<file path="src/shared/csi_pkg.sv">
// constants, types and decode helpers of the cpu system interface
// assumes one 40 MHz bus reference clock shared by every module of the block
//
// Behaviour
// - core clock is bus clock times a selected factor, never above ten.
// - select 001..111 give 10,9,5,4,6,7,8; 000 gives 4, test only.
// - reset abandons all work; core restarts from a known state afterwards.
// - every cache line is marked invalid after reset.
// - reset arrives asynchronously and is synchronised inside.
// - maskable request is a level; unmasked, it diverts the core to a handler.
// - maskable request is ignored while the interrupt-enable flag is clear.
// - floating-point error raises its interrupt output and holds it.
// - an io write to port f0 or f1 drops the floating-point interrupt.
// - active-low management request is a level; it enters management mode.
package csi_pkg;

	localparam int          CSI_SEL_W       = 3;
	localparam int          CSI_MULT_W      = 4;
	localparam int          CSI_IO_ADDR_W   = 16;
	localparam int          CSI_CACHE_LINES = 64;

	localparam logic [2:0]  CSI_SEL_TEST    = 3'h0;
	localparam logic [2:0]  CSI_SEL_X10     = 3'h1;
	localparam logic [2:0]  CSI_SEL_X9      = 3'h2;
	localparam logic [2:0]  CSI_SEL_X5      = 3'h3;
	localparam logic [2:0]  CSI_SEL_X4      = 3'h4;
	localparam logic [2:0]  CSI_SEL_X6      = 3'h5;
	localparam logic [2:0]  CSI_SEL_X7      = 3'h6;
	localparam logic [2:0]  CSI_SEL_X8      = 3'h7;

	localparam logic [3:0]  CSI_MULT_4      = 4'h4;
	localparam logic [3:0]  CSI_MULT_5      = 4'h5;
	localparam logic [3:0]  CSI_MULT_6      = 4'h6;
	localparam logic [3:0]  CSI_MULT_7      = 4'h7;
	localparam logic [3:0]  CSI_MULT_8      = 4'h8;
	localparam logic [3:0]  CSI_MULT_9      = 4'h9;
	localparam logic [3:0]  CSI_MULT_10     = 4'hA;
	localparam logic [3:0]  CSI_MULT_MAX    = 4'hA;

	localparam logic [15:0] CSI_FPU_PORT_A  = 16'h00F0;
	localparam logic [15:0] CSI_FPU_PORT_B  = 16'h00F1;

	typedef enum logic [1:0] {
		CSI_ST_HOLD  = 2'b00,
		CSI_ST_SWEEP = 2'b01,
		CSI_ST_RUN   = 2'b10
	} csi_rst_e;

	function automatic logic [3:0] csi_ratio_mult(input logic [2:0] sel);
		logic [3:0] m;
		m = CSI_MULT_4;
		case (sel)
			CSI_SEL_X10: m = CSI_MULT_10;
			CSI_SEL_X9:  m = CSI_MULT_9;
			CSI_SEL_X5:  m = CSI_MULT_5;
			CSI_SEL_X4:  m = CSI_MULT_4;
			CSI_SEL_X6:  m = CSI_MULT_6;
			CSI_SEL_X7:  m = CSI_MULT_7;
			CSI_SEL_X8:  m = CSI_MULT_8;
			default:     m = CSI_MULT_4;
		endcase
		return m;
	endfunction

	function automatic logic csi_is_fpu_port(input logic [15:0] addr);
		return (addr == CSI_FPU_PORT_A) || (addr == CSI_FPU_PORT_B);
	endfunction

endpackage

</file>
<file path="src/shared/csi_ratio_if.sv">
// carrier between the top level and the ratio decoder
// assumes both ends sit on the same clock
`timescale 1ns/10ps
interface csi_ratio_if;
	import csi_pkg::*;
	logic [CSI_SEL_W-1:0]  sel;   // synchronised select code
	logic                  latch; // capture strobe
	logic [CSI_MULT_W-1:0] mult;  // captured multiplier
	logic                  test;  // test-only code captured

	modport ratio (input sel, input latch, output mult, output test);
	modport top   (output sel, output latch, input mult, input test);
endinterface

</file>
<file path="src/design/csi_ratio.sv">
// core clock ratio decoder: captures the select code once per reset
// assumes the select input is already synchronised to clk_i
`timescale 1ns/10ps
module csi_ratio
	import csi_pkg::*;
(
	input  wire logic   clk_i,     // bus reference clock
	input  wire logic   rst_n_i,   // synchronised reset, active low
	csi_ratio_if.ratio  rif        // select in, multiplier out
);

	// captured only on the strobe, so a stray change while running is ignored
	always_ff @(posedge clk_i or negedge rst_n_i) begin
		if (!rst_n_i) begin
			rif.mult <= CSI_MULT_4;
		end else if (rif.latch) begin
			rif.mult <= csi_ratio_mult(rif.sel);
		end
	end

	always_ff @(posedge clk_i or negedge rst_n_i) begin
		if (!rst_n_i) begin
			rif.test <= 1'b0;
		end else if (rif.latch) begin
			rif.test <= (rif.sel == CSI_SEL_TEST);
		end
	end
endmodule

</file>
<file path="src/design/csi_top.sv">
// cpu system interface: reset sequencing, ratio select, maskable and
// management interrupts, floating-point error interrupt
// assumes pins arrive unsynchronised; core-side strobes share clk_i
`timescale 1ns/10ps
module csi_top
	import csi_pkg::*;
#(
	parameter int CACHE_LINES = CSI_CACHE_LINES,
	parameter int LINE_W      = $clog2(CSI_CACHE_LINES)
) (
	input  wire logic                     clk_i,               // bus reference clock
	input  wire logic                     reset_n_i,           // async reset, active low
	input  wire logic [CSI_SEL_W-1:0]     core_ratio_select_i, // ratio strap pins
	input  wire logic                     maskable_irq_in_i,   // maskable request pin
	input  wire logic                     sys_mgmt_irq_n_i,    // management request pin
	input  wire logic                     if_flag_i,           // flags word enable bit
	input  wire logic                     maskable_irq_in_ack_i,          // core took the request
	input  wire logic                     smm_exit_i,          // core leaves mgmt mode
	input  wire logic                     fpu_error_i,         // fp error event
	input  wire logic                     io_write_i,          // io write strobe
	input  wire logic [CSI_IO_ADDR_W-1:0] io_addr_i,           // io write address
	output logic      [CSI_MULT_W-1:0]    core_mult_o,         // core clock multiplier
	output logic                          test_mode_o,         // test-only ratio picked
	output logic                          core_reset_o,        // core held in reset
	output logic                          core_start_o,        // restart pulse
	output logic                          cache_inval_o,       // invalidate strobe
	output logic      [LINE_W-1:0]        cache_inval_line_o,  // line being invalidated
	output logic                          maskable_irq_in_req_o,          // maskable request to core
	output logic                          maskable_irq_in_taken_o,        // request accepted pulse
	output logic                          sys_mgmt_mode_o,     // in management mode
	output logic                          smi_entry_o,         // management entry pulse
	output logic                          fpu_error_irq_out_o  // fp error interrupt
);

	localparam int N_PINS = CSI_SEL_W + 2;
	localparam logic [LINE_W-1:0] LAST_LINE = LINE_W'(CACHE_LINES - 1);

	// reset synchroniser: asserts at once, releases on the clock
	logic rst_meta;
	logic rst_n;

	always_ff @(posedge clk_i or negedge reset_n_i) begin
		if (!reset_n_i) begin
			rst_meta <= 1'b0;
			rst_n    <= 1'b0;
		end else begin
			rst_meta <= 1'b1;
			rst_n    <= rst_meta;
		end
	end

	// pin synchronisers, one pair of flops per pin
	// no reset here: the straps must already be through both flops
	// when the ratio is captured, two edges after the internal release
	logic [N_PINS-1:0] pin_raw;
	logic [N_PINS-1:0] pin_meta;
	logic [N_PINS-1:0] pin_sync;

	assign pin_raw = {sys_mgmt_irq_n_i, maskable_irq_in_i, core_ratio_select_i};

	genvar gi;
	generate
		for (gi = 0; gi < N_PINS; gi++) begin : g_sync
			always_ff @(posedge clk_i) begin
				pin_meta[gi] <= pin_raw[gi];
				pin_sync[gi] <= pin_meta[gi];
			end
		end
	endgenerate

	logic [CSI_SEL_W-1:0] sel_sync;
	logic                 irq_sync;
	logic                 smi_n_sync;

	assign sel_sync   = pin_sync[CSI_SEL_W-1:0];
	assign irq_sync   = pin_sync[CSI_SEL_W];
	assign smi_n_sync = pin_sync[CSI_SEL_W+1];

	// reset sequencer
	csi_rst_e     state;
	csi_rst_e     next_state;
	logic [LINE_W-1:0] line;
	logic         hold_wait;
	logic         running;

	assign running = (state == CSI_ST_RUN);

	always_comb begin
		next_state = state;
		case (state)
			CSI_ST_HOLD: begin
				// wait one cycle so the straps have passed their synchroniser
				if (hold_wait) begin
					next_state = CSI_ST_SWEEP;
				end
			end
			CSI_ST_SWEEP: begin
				if (line == LAST_LINE) begin
					next_state = CSI_ST_RUN;
				end
			end
			CSI_ST_RUN: begin
				next_state = CSI_ST_RUN;
			end
			default: begin
				next_state = CSI_ST_HOLD;
			end
		endcase
	end

	always_ff @(posedge clk_i or negedge rst_n) begin
		if (!rst_n) begin
			state <= CSI_ST_HOLD;
		end else begin
			state <= next_state;
		end
	end

	always_ff @(posedge clk_i or negedge rst_n) begin
		if (!rst_n) begin
			hold_wait <= 1'b0;
		end else begin
			hold_wait <= (state == CSI_ST_HOLD);
		end
	end

	always_ff @(posedge clk_i or negedge rst_n) begin
		if (!rst_n) begin
			line <= '0;
		end else if (state == CSI_ST_SWEEP && line != LAST_LINE) begin
			line <= line + 1'b1;
		end
	end

	always_ff @(posedge clk_i or negedge rst_n) begin
		if (!rst_n) begin
			cache_inval_o      <= 1'b0;
			cache_inval_line_o <= '0;
		end else begin
			cache_inval_o      <= (state == CSI_ST_SWEEP);
			cache_inval_line_o <= line;
		end
	end

	// core stays in reset until the whole cache is clean
	always_ff @(posedge clk_i or negedge rst_n) begin
		if (!rst_n) begin
			core_reset_o <= 1'b1;
		end else begin
			core_reset_o <= (next_state != CSI_ST_RUN);
		end
	end

	always_ff @(posedge clk_i or negedge rst_n) begin
		if (!rst_n) begin
			core_start_o <= 1'b0;
		end else begin
			core_start_o <= (state == CSI_ST_SWEEP) && (next_state == CSI_ST_RUN);
		end
	end

	// ratio capture, once per reset; later strap changes are ignored
	csi_ratio_if rif ();

	assign rif.sel   = sel_sync;
	assign rif.latch = (state == CSI_ST_HOLD) && hold_wait;

	csi_ratio u_ratio (
		.clk_i   (clk_i),
		.rst_n_i (rst_n),
		.rif     (rif)
	);

	assign core_mult_o = rif.mult;
	assign test_mode_o = rif.test;

	// management mode: level request, entry takes priority over maskable
	logic smi_enter;

	assign smi_enter = running && !smi_n_sync && !sys_mgmt_mode_o;

	always_ff @(posedge clk_i or negedge rst_n) begin
		if (!rst_n) begin
			sys_mgmt_mode_o <= 1'b0;
		end else if (smi_enter) begin
			sys_mgmt_mode_o <= 1'b1;
		end else if (smm_exit_i) begin
			sys_mgmt_mode_o <= 1'b0;
		end
	end

	always_ff @(posedge clk_i or negedge rst_n) begin
		if (!rst_n) begin
			smi_entry_o <= 1'b0;
		end else begin
			smi_entry_o <= smi_enter;
		end
	end

	// maskable request: pure level, no latch, so a dropped pin drops it
	logic maskable_irq_in_ok;

	assign maskable_irq_in_ok = running && irq_sync && if_flag_i && !sys_mgmt_mode_o && !smi_enter;

	always_ff @(posedge clk_i or negedge rst_n) begin
		if (!rst_n) begin
			maskable_irq_in_req_o <= 1'b0;
		end else begin
			maskable_irq_in_req_o <= maskable_irq_in_ok;
		end
	end

	always_ff @(posedge clk_i or negedge rst_n) begin
		if (!rst_n) begin
			maskable_irq_in_taken_o <= 1'b0;
		end else begin
			maskable_irq_in_taken_o <= maskable_irq_in_req_o && maskable_irq_in_ack_i && if_flag_i;
		end
	end

	// floating-point error interrupt: a new error wins over a clearing write
	logic fpu_clr;

	assign fpu_clr = io_write_i && csi_is_fpu_port(io_addr_i);

	always_ff @(posedge clk_i or negedge rst_n) begin
		if (!rst_n) begin
			fpu_error_irq_out_o <= 1'b0;
		end else if (fpu_error_i) begin
			fpu_error_irq_out_o <= 1'b1;
		end else if (fpu_clr) begin
			fpu_error_irq_out_o <= 1'b0;
		end
	end
endmodule

</file>
<file path="config.mk">
export PLATFORM = sky130hd
export DESIGN_NAME = csi_top
export DESIGN_NICKNAME = d
export VERILOG_FILES = /design/src/shared/csi_pkg.sv /design/src/shared/csi_ratio_if.sv /design/src/design/csi_ratio.sv /design/src/design/csi_top.sv
export SDC_FILE = /design/constraint.sdc
export NUM_CORES = 1
export LEC_CHECK = 0
export ABC_CLOCK_PERIOD_IN_PS = 1100
export BUFFER_PORTS_ARGS = -buffer_cell sky130_fd_sc_hd__buf_2
export CORE_MARGIN = 2
export CORE_UTILIZATION = 48
export CTS_CLUSTER_DIAMETER = 150
export DETAILED_ROUTE_END_ITERATION = 6
export GPL_TIMING_DRIVEN = 0
export HOLD_SLACK_MARGIN = 0.12
export PLACE_DENSITY = 0.86
export SLEW_MARGIN = 20
export SYNTH_ARGS = -nofsm -noshare
export SYNTH_HDL_FRONTEND = slang
export SYNTH_SLANG_ARGS = --single-unit
export TNS_END_PERCENT = 30
</file>
<file path="constraint.sdc">
create_clock -name clk_i -period 1.1 [get_ports clk_i]
set_clock_uncertainty 0.1 [all_clocks]
set_input_delay 0.055 -clock clk_i [delete_from_list [all_inputs] [get_ports clk_i]]
set_output_delay 0.055 -clock clk_i [all_outputs]
set_load 0.01 [all_outputs]
</file>
==> results of run 1 <==
[where the power goes]
part	total, mW	switching, mW	internal [mW]
clock	0.871	0.486	0.385
combinational	0.128	0.0425	0.0859
sequential	1.54	0.0402	1.50
total	2.54	0.569	1.97
[what timing repair did]
action | CTS | global route
hold endpoints to repair | 11 | 1
pin swaps | 5 | 6
gates resized for setup | 14 | 13
setup buffers | 6 | 7
endpoints found under the setup margin | 47 | 21
[state kept, by name (all words and copies together) (netlist names)]
name,cells
rst_meta,1
sys_mgmt_mode_o,1
core_reset_o,1
irq_sync,1
state,2
hold_wait,1
u_ratio.rif.test,1
cache_inval_line_o,6
maskable_irq_in_taken_o,1
pin_meta,5
rst_n,1
cache_inval_o,1
fpu_error_irq_out_o,1
line,6
smi_entry_o,1
smi_n_sync,1
pin_sync,3
maskable_irq_in_req_o,1
u_ratio.rif.mult,4
core_start_o,1
[kinds of logic (layout without fill, tap and decap cells)]
group	Yosys count	after routing	synth area share (%)
fa+ha+maj	1	1	0.9292
other cells	1	1	0.2785
compound gates	12	12	6.877
flops	40	40	70.82
xor+xnor	3	3	1.952
mux	3	3	2.509
buf+inv	2	79	0.5571
simple gates	37	37	16.08
[cell usage in the layout, fill, tap and decap left out, types with 2 or more instances in the layout]
| cell | n |
|---|---|
| a21o_1 | 2 |
| a21oi_1 | 2 |
| and3_1 | 2 |
| buf_2 | 42 |
| buf_4 | 11 |
| buf_6 | 5 |
| clkbuf_4 | 5 |
| dfrtp_1 | 22 |
| dfrtp_2 | 6 |
| dfstp_2 | 2 |
| dfxtp_1 | 10 |
| dlygate4sd3_1 | 11 |
| mux2_4 | 3 |
| nand2_1 | 7 |
| nand2b_1 | 3 |
| nand2b_4 | 2 |
| nand3_1 | 4 |
| nand3_2 | 2 |
| nand4_1 | 2 |
| nor2_1 | 3 |
| nor4_1 | 2 |
| o21a_1 | 2 |
| xnor2_1 | 3 |
[worst reg2reg max path, cell delays in order, from the launching register on]
cell	delay, ps
dfrtp_2	450
buf_4	150
nor3b_4	280
o211ai_1	170
o21a_1	130
[per-stage QoR]
stage | cells | TNS [ps]
global route | 207 | -4025
detailed placement | 175 | -7698
global placement | 175 | -4683
finish | 207 | -3131
CTS | 200 | -2203
floorplan | 99 | -1045
[worst max path at each step]
stage | startpoint | endpoint | cells after the start
detailed placement | line[1] | line[1] | 4
finish | state[1] | u_ratio.rif.mult[3] | 4
CTS | line[4] | line[1] | 3
floorplan | line[0] | line[1] | 4
global placement | line[0] | line[1] | 4
global route | line[0] | line[1] | 4
[metal layers]
layer | vias up | routed length [um]
met4 | 0 | 60
met1 | 521 | 1121
met2 | 43 | 1699
met5 | - | 0
met3 | 5 | 221
li1 | 498 | -
[final cells by class]
cell class	instances	area (um2)	share of cell area, %
Clock buffer	6	62.56	3.102
Sequential cell	40	960.9	47.64
Inverter	2	12.51	0.6203
Tap cell	31	38.79	1.923
Multi-Input combinational cell	57	471.7	23.39
Clock inverter	2	11.26	0.5583
Timing Repair Buffer	69	459.2	22.77
==> impl_metrics.json, run 1 <==
{
  "outcome": "complete, but fails checks",
  "violations": "negative hold slack, negative setup slack",
  "synth_top_area_share_pct": 52.04,
  "endpoint_kind": "flop",
  "antenna_found_initial": 0,
  "yosys_warnings": 0,
  "postRouteWirelength_um": 3102,
  "whs_path_depth": 4,
  "use_met3_pct": 7.710,
  "relSlewSlack_pct": 60.63,
  "cts-root-buf": "clkbuf_4",
  "ys_top_cells_by_area": "dfrtp_1, dfxtp_1, dfstp_2",
  "critical_path_buf_inv_count": 1,
  "final_core_util_pct": 74.42,
  "first_pass_iters": 4,
  "via_per_inst": 5.155,
  "synth_area_um2": 1346,
  "synth_commonest_cells": "dfrtp_1, dfxtp_1, nand2_1, nand3_1, nand2b_1",
  "fp.dieArea_um2": 3244,
  "track_usage_pct": 19.37,
  "grt_max_degree": 29,
  "crit_path_cell_trace": "buf_4 > nor3b_4 > o211ai_1 > o21a_1",
  "placed_cell_area_um2": 1628,
  "clk_latency_ps": 360,
  "routedWlPerCell_um": 14.99,
  "drc": 0,
  "avgSynthCellArea_um2": 13.60,
  "hold_ws_ps": -95.34,
  "power_density_nw_per_um2": 1261,
  "hpwl_um": 1789,
  "start_util_pct": 49.68,
  "vias": 1067,
  "fin_area_um2": 2017,
  "clk_pin_slew_ps": 120,
  "leakagePower_nw": 0.9489,
  "hold_viol": 1,
  "synth_seq_area_share_pct": 70.82,
  "rows": 19,
  "yosysUniqueCellTypes": 33,
  "synth_top_area_cell": "dfrtp_1",
  "timing.final.crit_share_pct": 125.1,
  "grt.met1_usage_pct": 19.20,
  "criticalPathCategory": "reg -> reg",
  "ys_async_sr_fraction_pct": 75.00,
  "crit_arrival_ps": 1540,
  "p_total_mw": 2.543,
  "min_to": "fpu_error_irq_out_o",
  "ff2ff_setup_slack_ps": -280,
  "r2r-end": "u_ratio.rif.mult[3]",
  "maxCapViolations": 0,
  "cts_buffers": 5,
  "drt-initial-drc-count": 12,
  "cp_top_family": "flip-flops",
  "grt_pass1_vias": 1126,
  "crit_fanout": 5,
  "die_w_um": 56.96,
  "drv_slew": 0,
  "vdd_drop_max_uv": 1387,
  "pre_cts_ws_ps": -365.2,
  "timing.rr.start": "state[1]",
  "grt_pass1_wl_um": 4595,
  "use_met2_pct": 35.30,
  "setup_viol_count_final": 20,
  "worstSetupStartpointType": "flop",
  "syn_inst": 99,
  "ant_nets": 0,
  "max_freq_mhz": 726.5,
  "syn_to_final_growth_pct": 49.81,
  "rsz0062_at_grt": "true",
  "timing.final.ws_setup_ps": -276.5,
  "nNetsFinal": 204,
  "yosys_register_bits": 40,
  "grt_overflow": 0,
  "min_path_type": "in -> reg",
  "busiest_layer": "met2",
  "pin_count": 47,
  "cts_buffer_depth": 2,
  "htree_levels": 2,
  "antennaDiodeCount": 0,
  "r2r_cells": 4,
  "drive_above_1_share_pct": 51.70,
  "routabilityCongestion": 0.7114,
  "chipHeight_um": 56.96,
  "hp-start": "io_addr_i[10]",
  "core-area_um2": 2710,
  "crit_slowest_cell": "dfrtp_2",
  "synth_edf_count": 0,
  "cts_tree": "yes",
  "yosysMostFrequentCell": "dfrtp_1",
  "cts_sinks": 40,
  "hold_buffers": 11,
  "slowest_delay_ps": 450,
  "portBuffers": 45,
  "period_minus_slack_ps": 1377,
  "fill_cells": 179,
  "crit_required_ps": 1270,
  "synthesis.nets": 128,
  "tightest_slew_ps": 590.6,
  "ys.flop_type": "dfrtp_1"
}
Power figures use the tool's default switching activity.
==> run 2: changes to the inputs <==
==> constraint.sdc (replaced) <==
create_clock -name clk_i -period 1.1 [get_ports clk_i]
set_clock_uncertainty 0.1 [all_clocks]
set_input_delay 0.055 -clock clk_i [delete_from_list [all_inputs] [get_ports clk_i]]
set_output_delay 0.055 -clock clk_i [all_outputs]
set_load 0.1 [all_outputs]
==> run 2 against run 1 <==
  * The flow still finishes with violations (negative hold slack, negative setup slack)
  * Critical endpoint is now line[4]
  * First-iteration DRC count rose to 2.8 times the previous value
  * Sequential cell count did not move
  * Sequential share of layout area fell by 5.5 points
  * Largest cell class unchanged
  * Highest routed layer unchanged
==> impl_metrics.json, run 2 (synthesis results as in run 1) <==
{
  "outcome": "complete, but fails checks",
  "violations": "negative hold slack, negative setup slack",
  "min_path_type": "in -> reg",
  "crit_required_ps": 1230,
  "hold_buffers": 11,
  "syn_to_final_growth_pct": 69.33,
  "combPwrFrac_pct": 10.3,
  "use_met3_pct": 6.803,
  "clk_latency_ps": 350,
  "rows": 19,
  "track_usage_pct": 21.07,
  "power.switching_uw": 623.8,
  "maxCapViolations": 0,
  "hpwl_um": 1655,
  "leakagePower_nw": 1.030,
  "start_util_pct": 49.68,
  "drc": 0,
  "rsz0062_at_grt": "true",
  "cts_sinks": 40,
  "die_w_um": 56.96,
  "grt_overflow": 0,
  "relSlewSlack_pct": 59.80,
  "routabilityCongestion": 0.7598,
  "period_minus_slack_ps": 1421,
  "worstSetupStartpointType": "flop",
  "cts-root-buf": "clkbuf_4",
  "grt_pass1_vias": 1204,
  "clk_pin_slew_ps": 110,
  "placed_cell_area_um2": 1628,
  "antenna_found_initial": 0,
  "cts_tree": "yes",
  "setup_viol_count_final": 23,
  "chipHeight_um": 56.96,
  "drv_slew": 0,
  "crit_arrival_ps": 1560,
  "first_pass_iters": 4,
  "busiest_layer": "met2",
  "clockPowerShare_pct": 29.1,
  "postRouteWirelength_um": 3428,
  "criticalPathCategory": "reg -> reg",
  "nNetsFinal": 207,
  "final_core_util_pct": 84.12,
  "max_freq_mhz": 703.8,
  "power.internal_mw": 1.941,
  "reg_top3": "cache_inval_line_o x6, line x6, pin_meta x5",
  "use_met2_pct": 39.24,
  "antennaDiodeCount": 0,
  "vias": 1111,
  "fp.dieArea_um2": 3244,
  "fin_area_um2": 2280,
  "routedWlPerCell_um": 16.32,
  "layout_commonest_cell": "buf_2",
  "timing.final.ws_setup_ps": -320.9,
  "grt_pass1_wl_um": 5078,
  "crit_fanout": 6,
  "tightest_slew_ps": 602.9,
  "hold_ws_ps": -74.63,
  "power_density_nw_per_um2": 1125,
  "drt-initial-drc-count": 33,
  "endpoint_kind": "flop",
  "drive_above_1_share_pct": 54.19,
  "core-area_um2": 2710,
  "final_cell_mix": "buf_2, dfrtp_1, buf_4",
  "ant_nets": 0,
  "p_total_mw": 2.565,
  "cts_buffer_depth": 2,
  "grt.met1_usage_pct": 20.74,
  "vdd_drop_max_uv": 1065,
  "via_per_inst": 5.290,
  "cts_buffers": 5,
  "switching_share_pct": 24.32,
  "hold_viol": 1,
  "grt_max_degree": 29,
  "pin_count": 47,
  "timing.final.crit_share_pct": 129.2,
  "htree_levels": 2,
  "portBuffers": 45,
  "seq_power_share_pct": 60.6
}
[run 2: timing repair]
item | 4_1_cts | 5_1_grt
gates resized for setup | 70 | 28
setup buffers | 10 | 6
endpoints found under the setup margin | 63 | 35
endpoints found under the hold margin | 11 | 1
pin swaps | 8 | 6
[run 2: area by class of cell]
cell class	instances	area, um2
Multi-Input combinational cell	57	501.7
Tap cell	31	38.79
Inverter	2	12.51
Timing Repair Buffer	72	706.9
Fill cell	133	430.4
Sequential cell	40	960.9
Clock buffer	8	58.81
[run 2: through the flow]
stage	std cells	setup slack [ps]	setup TNS, ps
CTS	204	-237.1	-2524
finish	210	-320.9	-3111
global placement	175	-325.4	-5428
floorplan	99	-254.6	-1686
global route	210	-346.8	-4537
detailed placement	175	-352.7	-8302
[run 2: per-layer routing]
metal	part of all wire, %	wire [um]
met4	1.2	41
met2	58	1976
met3	6.3	215
met1	35	1195
met5	0	0
[run 2: critical path, stage by stage, from the launching register on]
cell      delay (ps)
dfrtp_2          470
nand2b_4         180
inv_6             90
nand4_1          140
mux2_4           330
[run 2: final timing paths]
kind	startpoint	end	cells past startpoint	slack, ps
min in group asynchronous	rst_n	maskable_irq_in_req_o	0	180
max	state[1]	line[4]	4	-320
max reg2reg	state[1]	line[4]	4	-320
min	io_addr_i[14]	fpu_error_irq_out_o	4	-70
max in group asynchronous	rst_n	u_ratio.rif.mult[1]	0	290
min reg2reg	rst_n	maskable_irq_in_req_o	0	180
[run 2: power groups by stage]
stage          sequential, mW  combinational, mW  clock, mW
2_1_floorplan            1.67             0.0237          0
3_3_place_gp             1.57              0.184          0
3_5_place_dp             1.57              0.188          0
4_1_cts                  1.55              0.247      0.770
5_1_grt                  1.57              0.277      0.825
6_report                 1.56              0.263      0.746
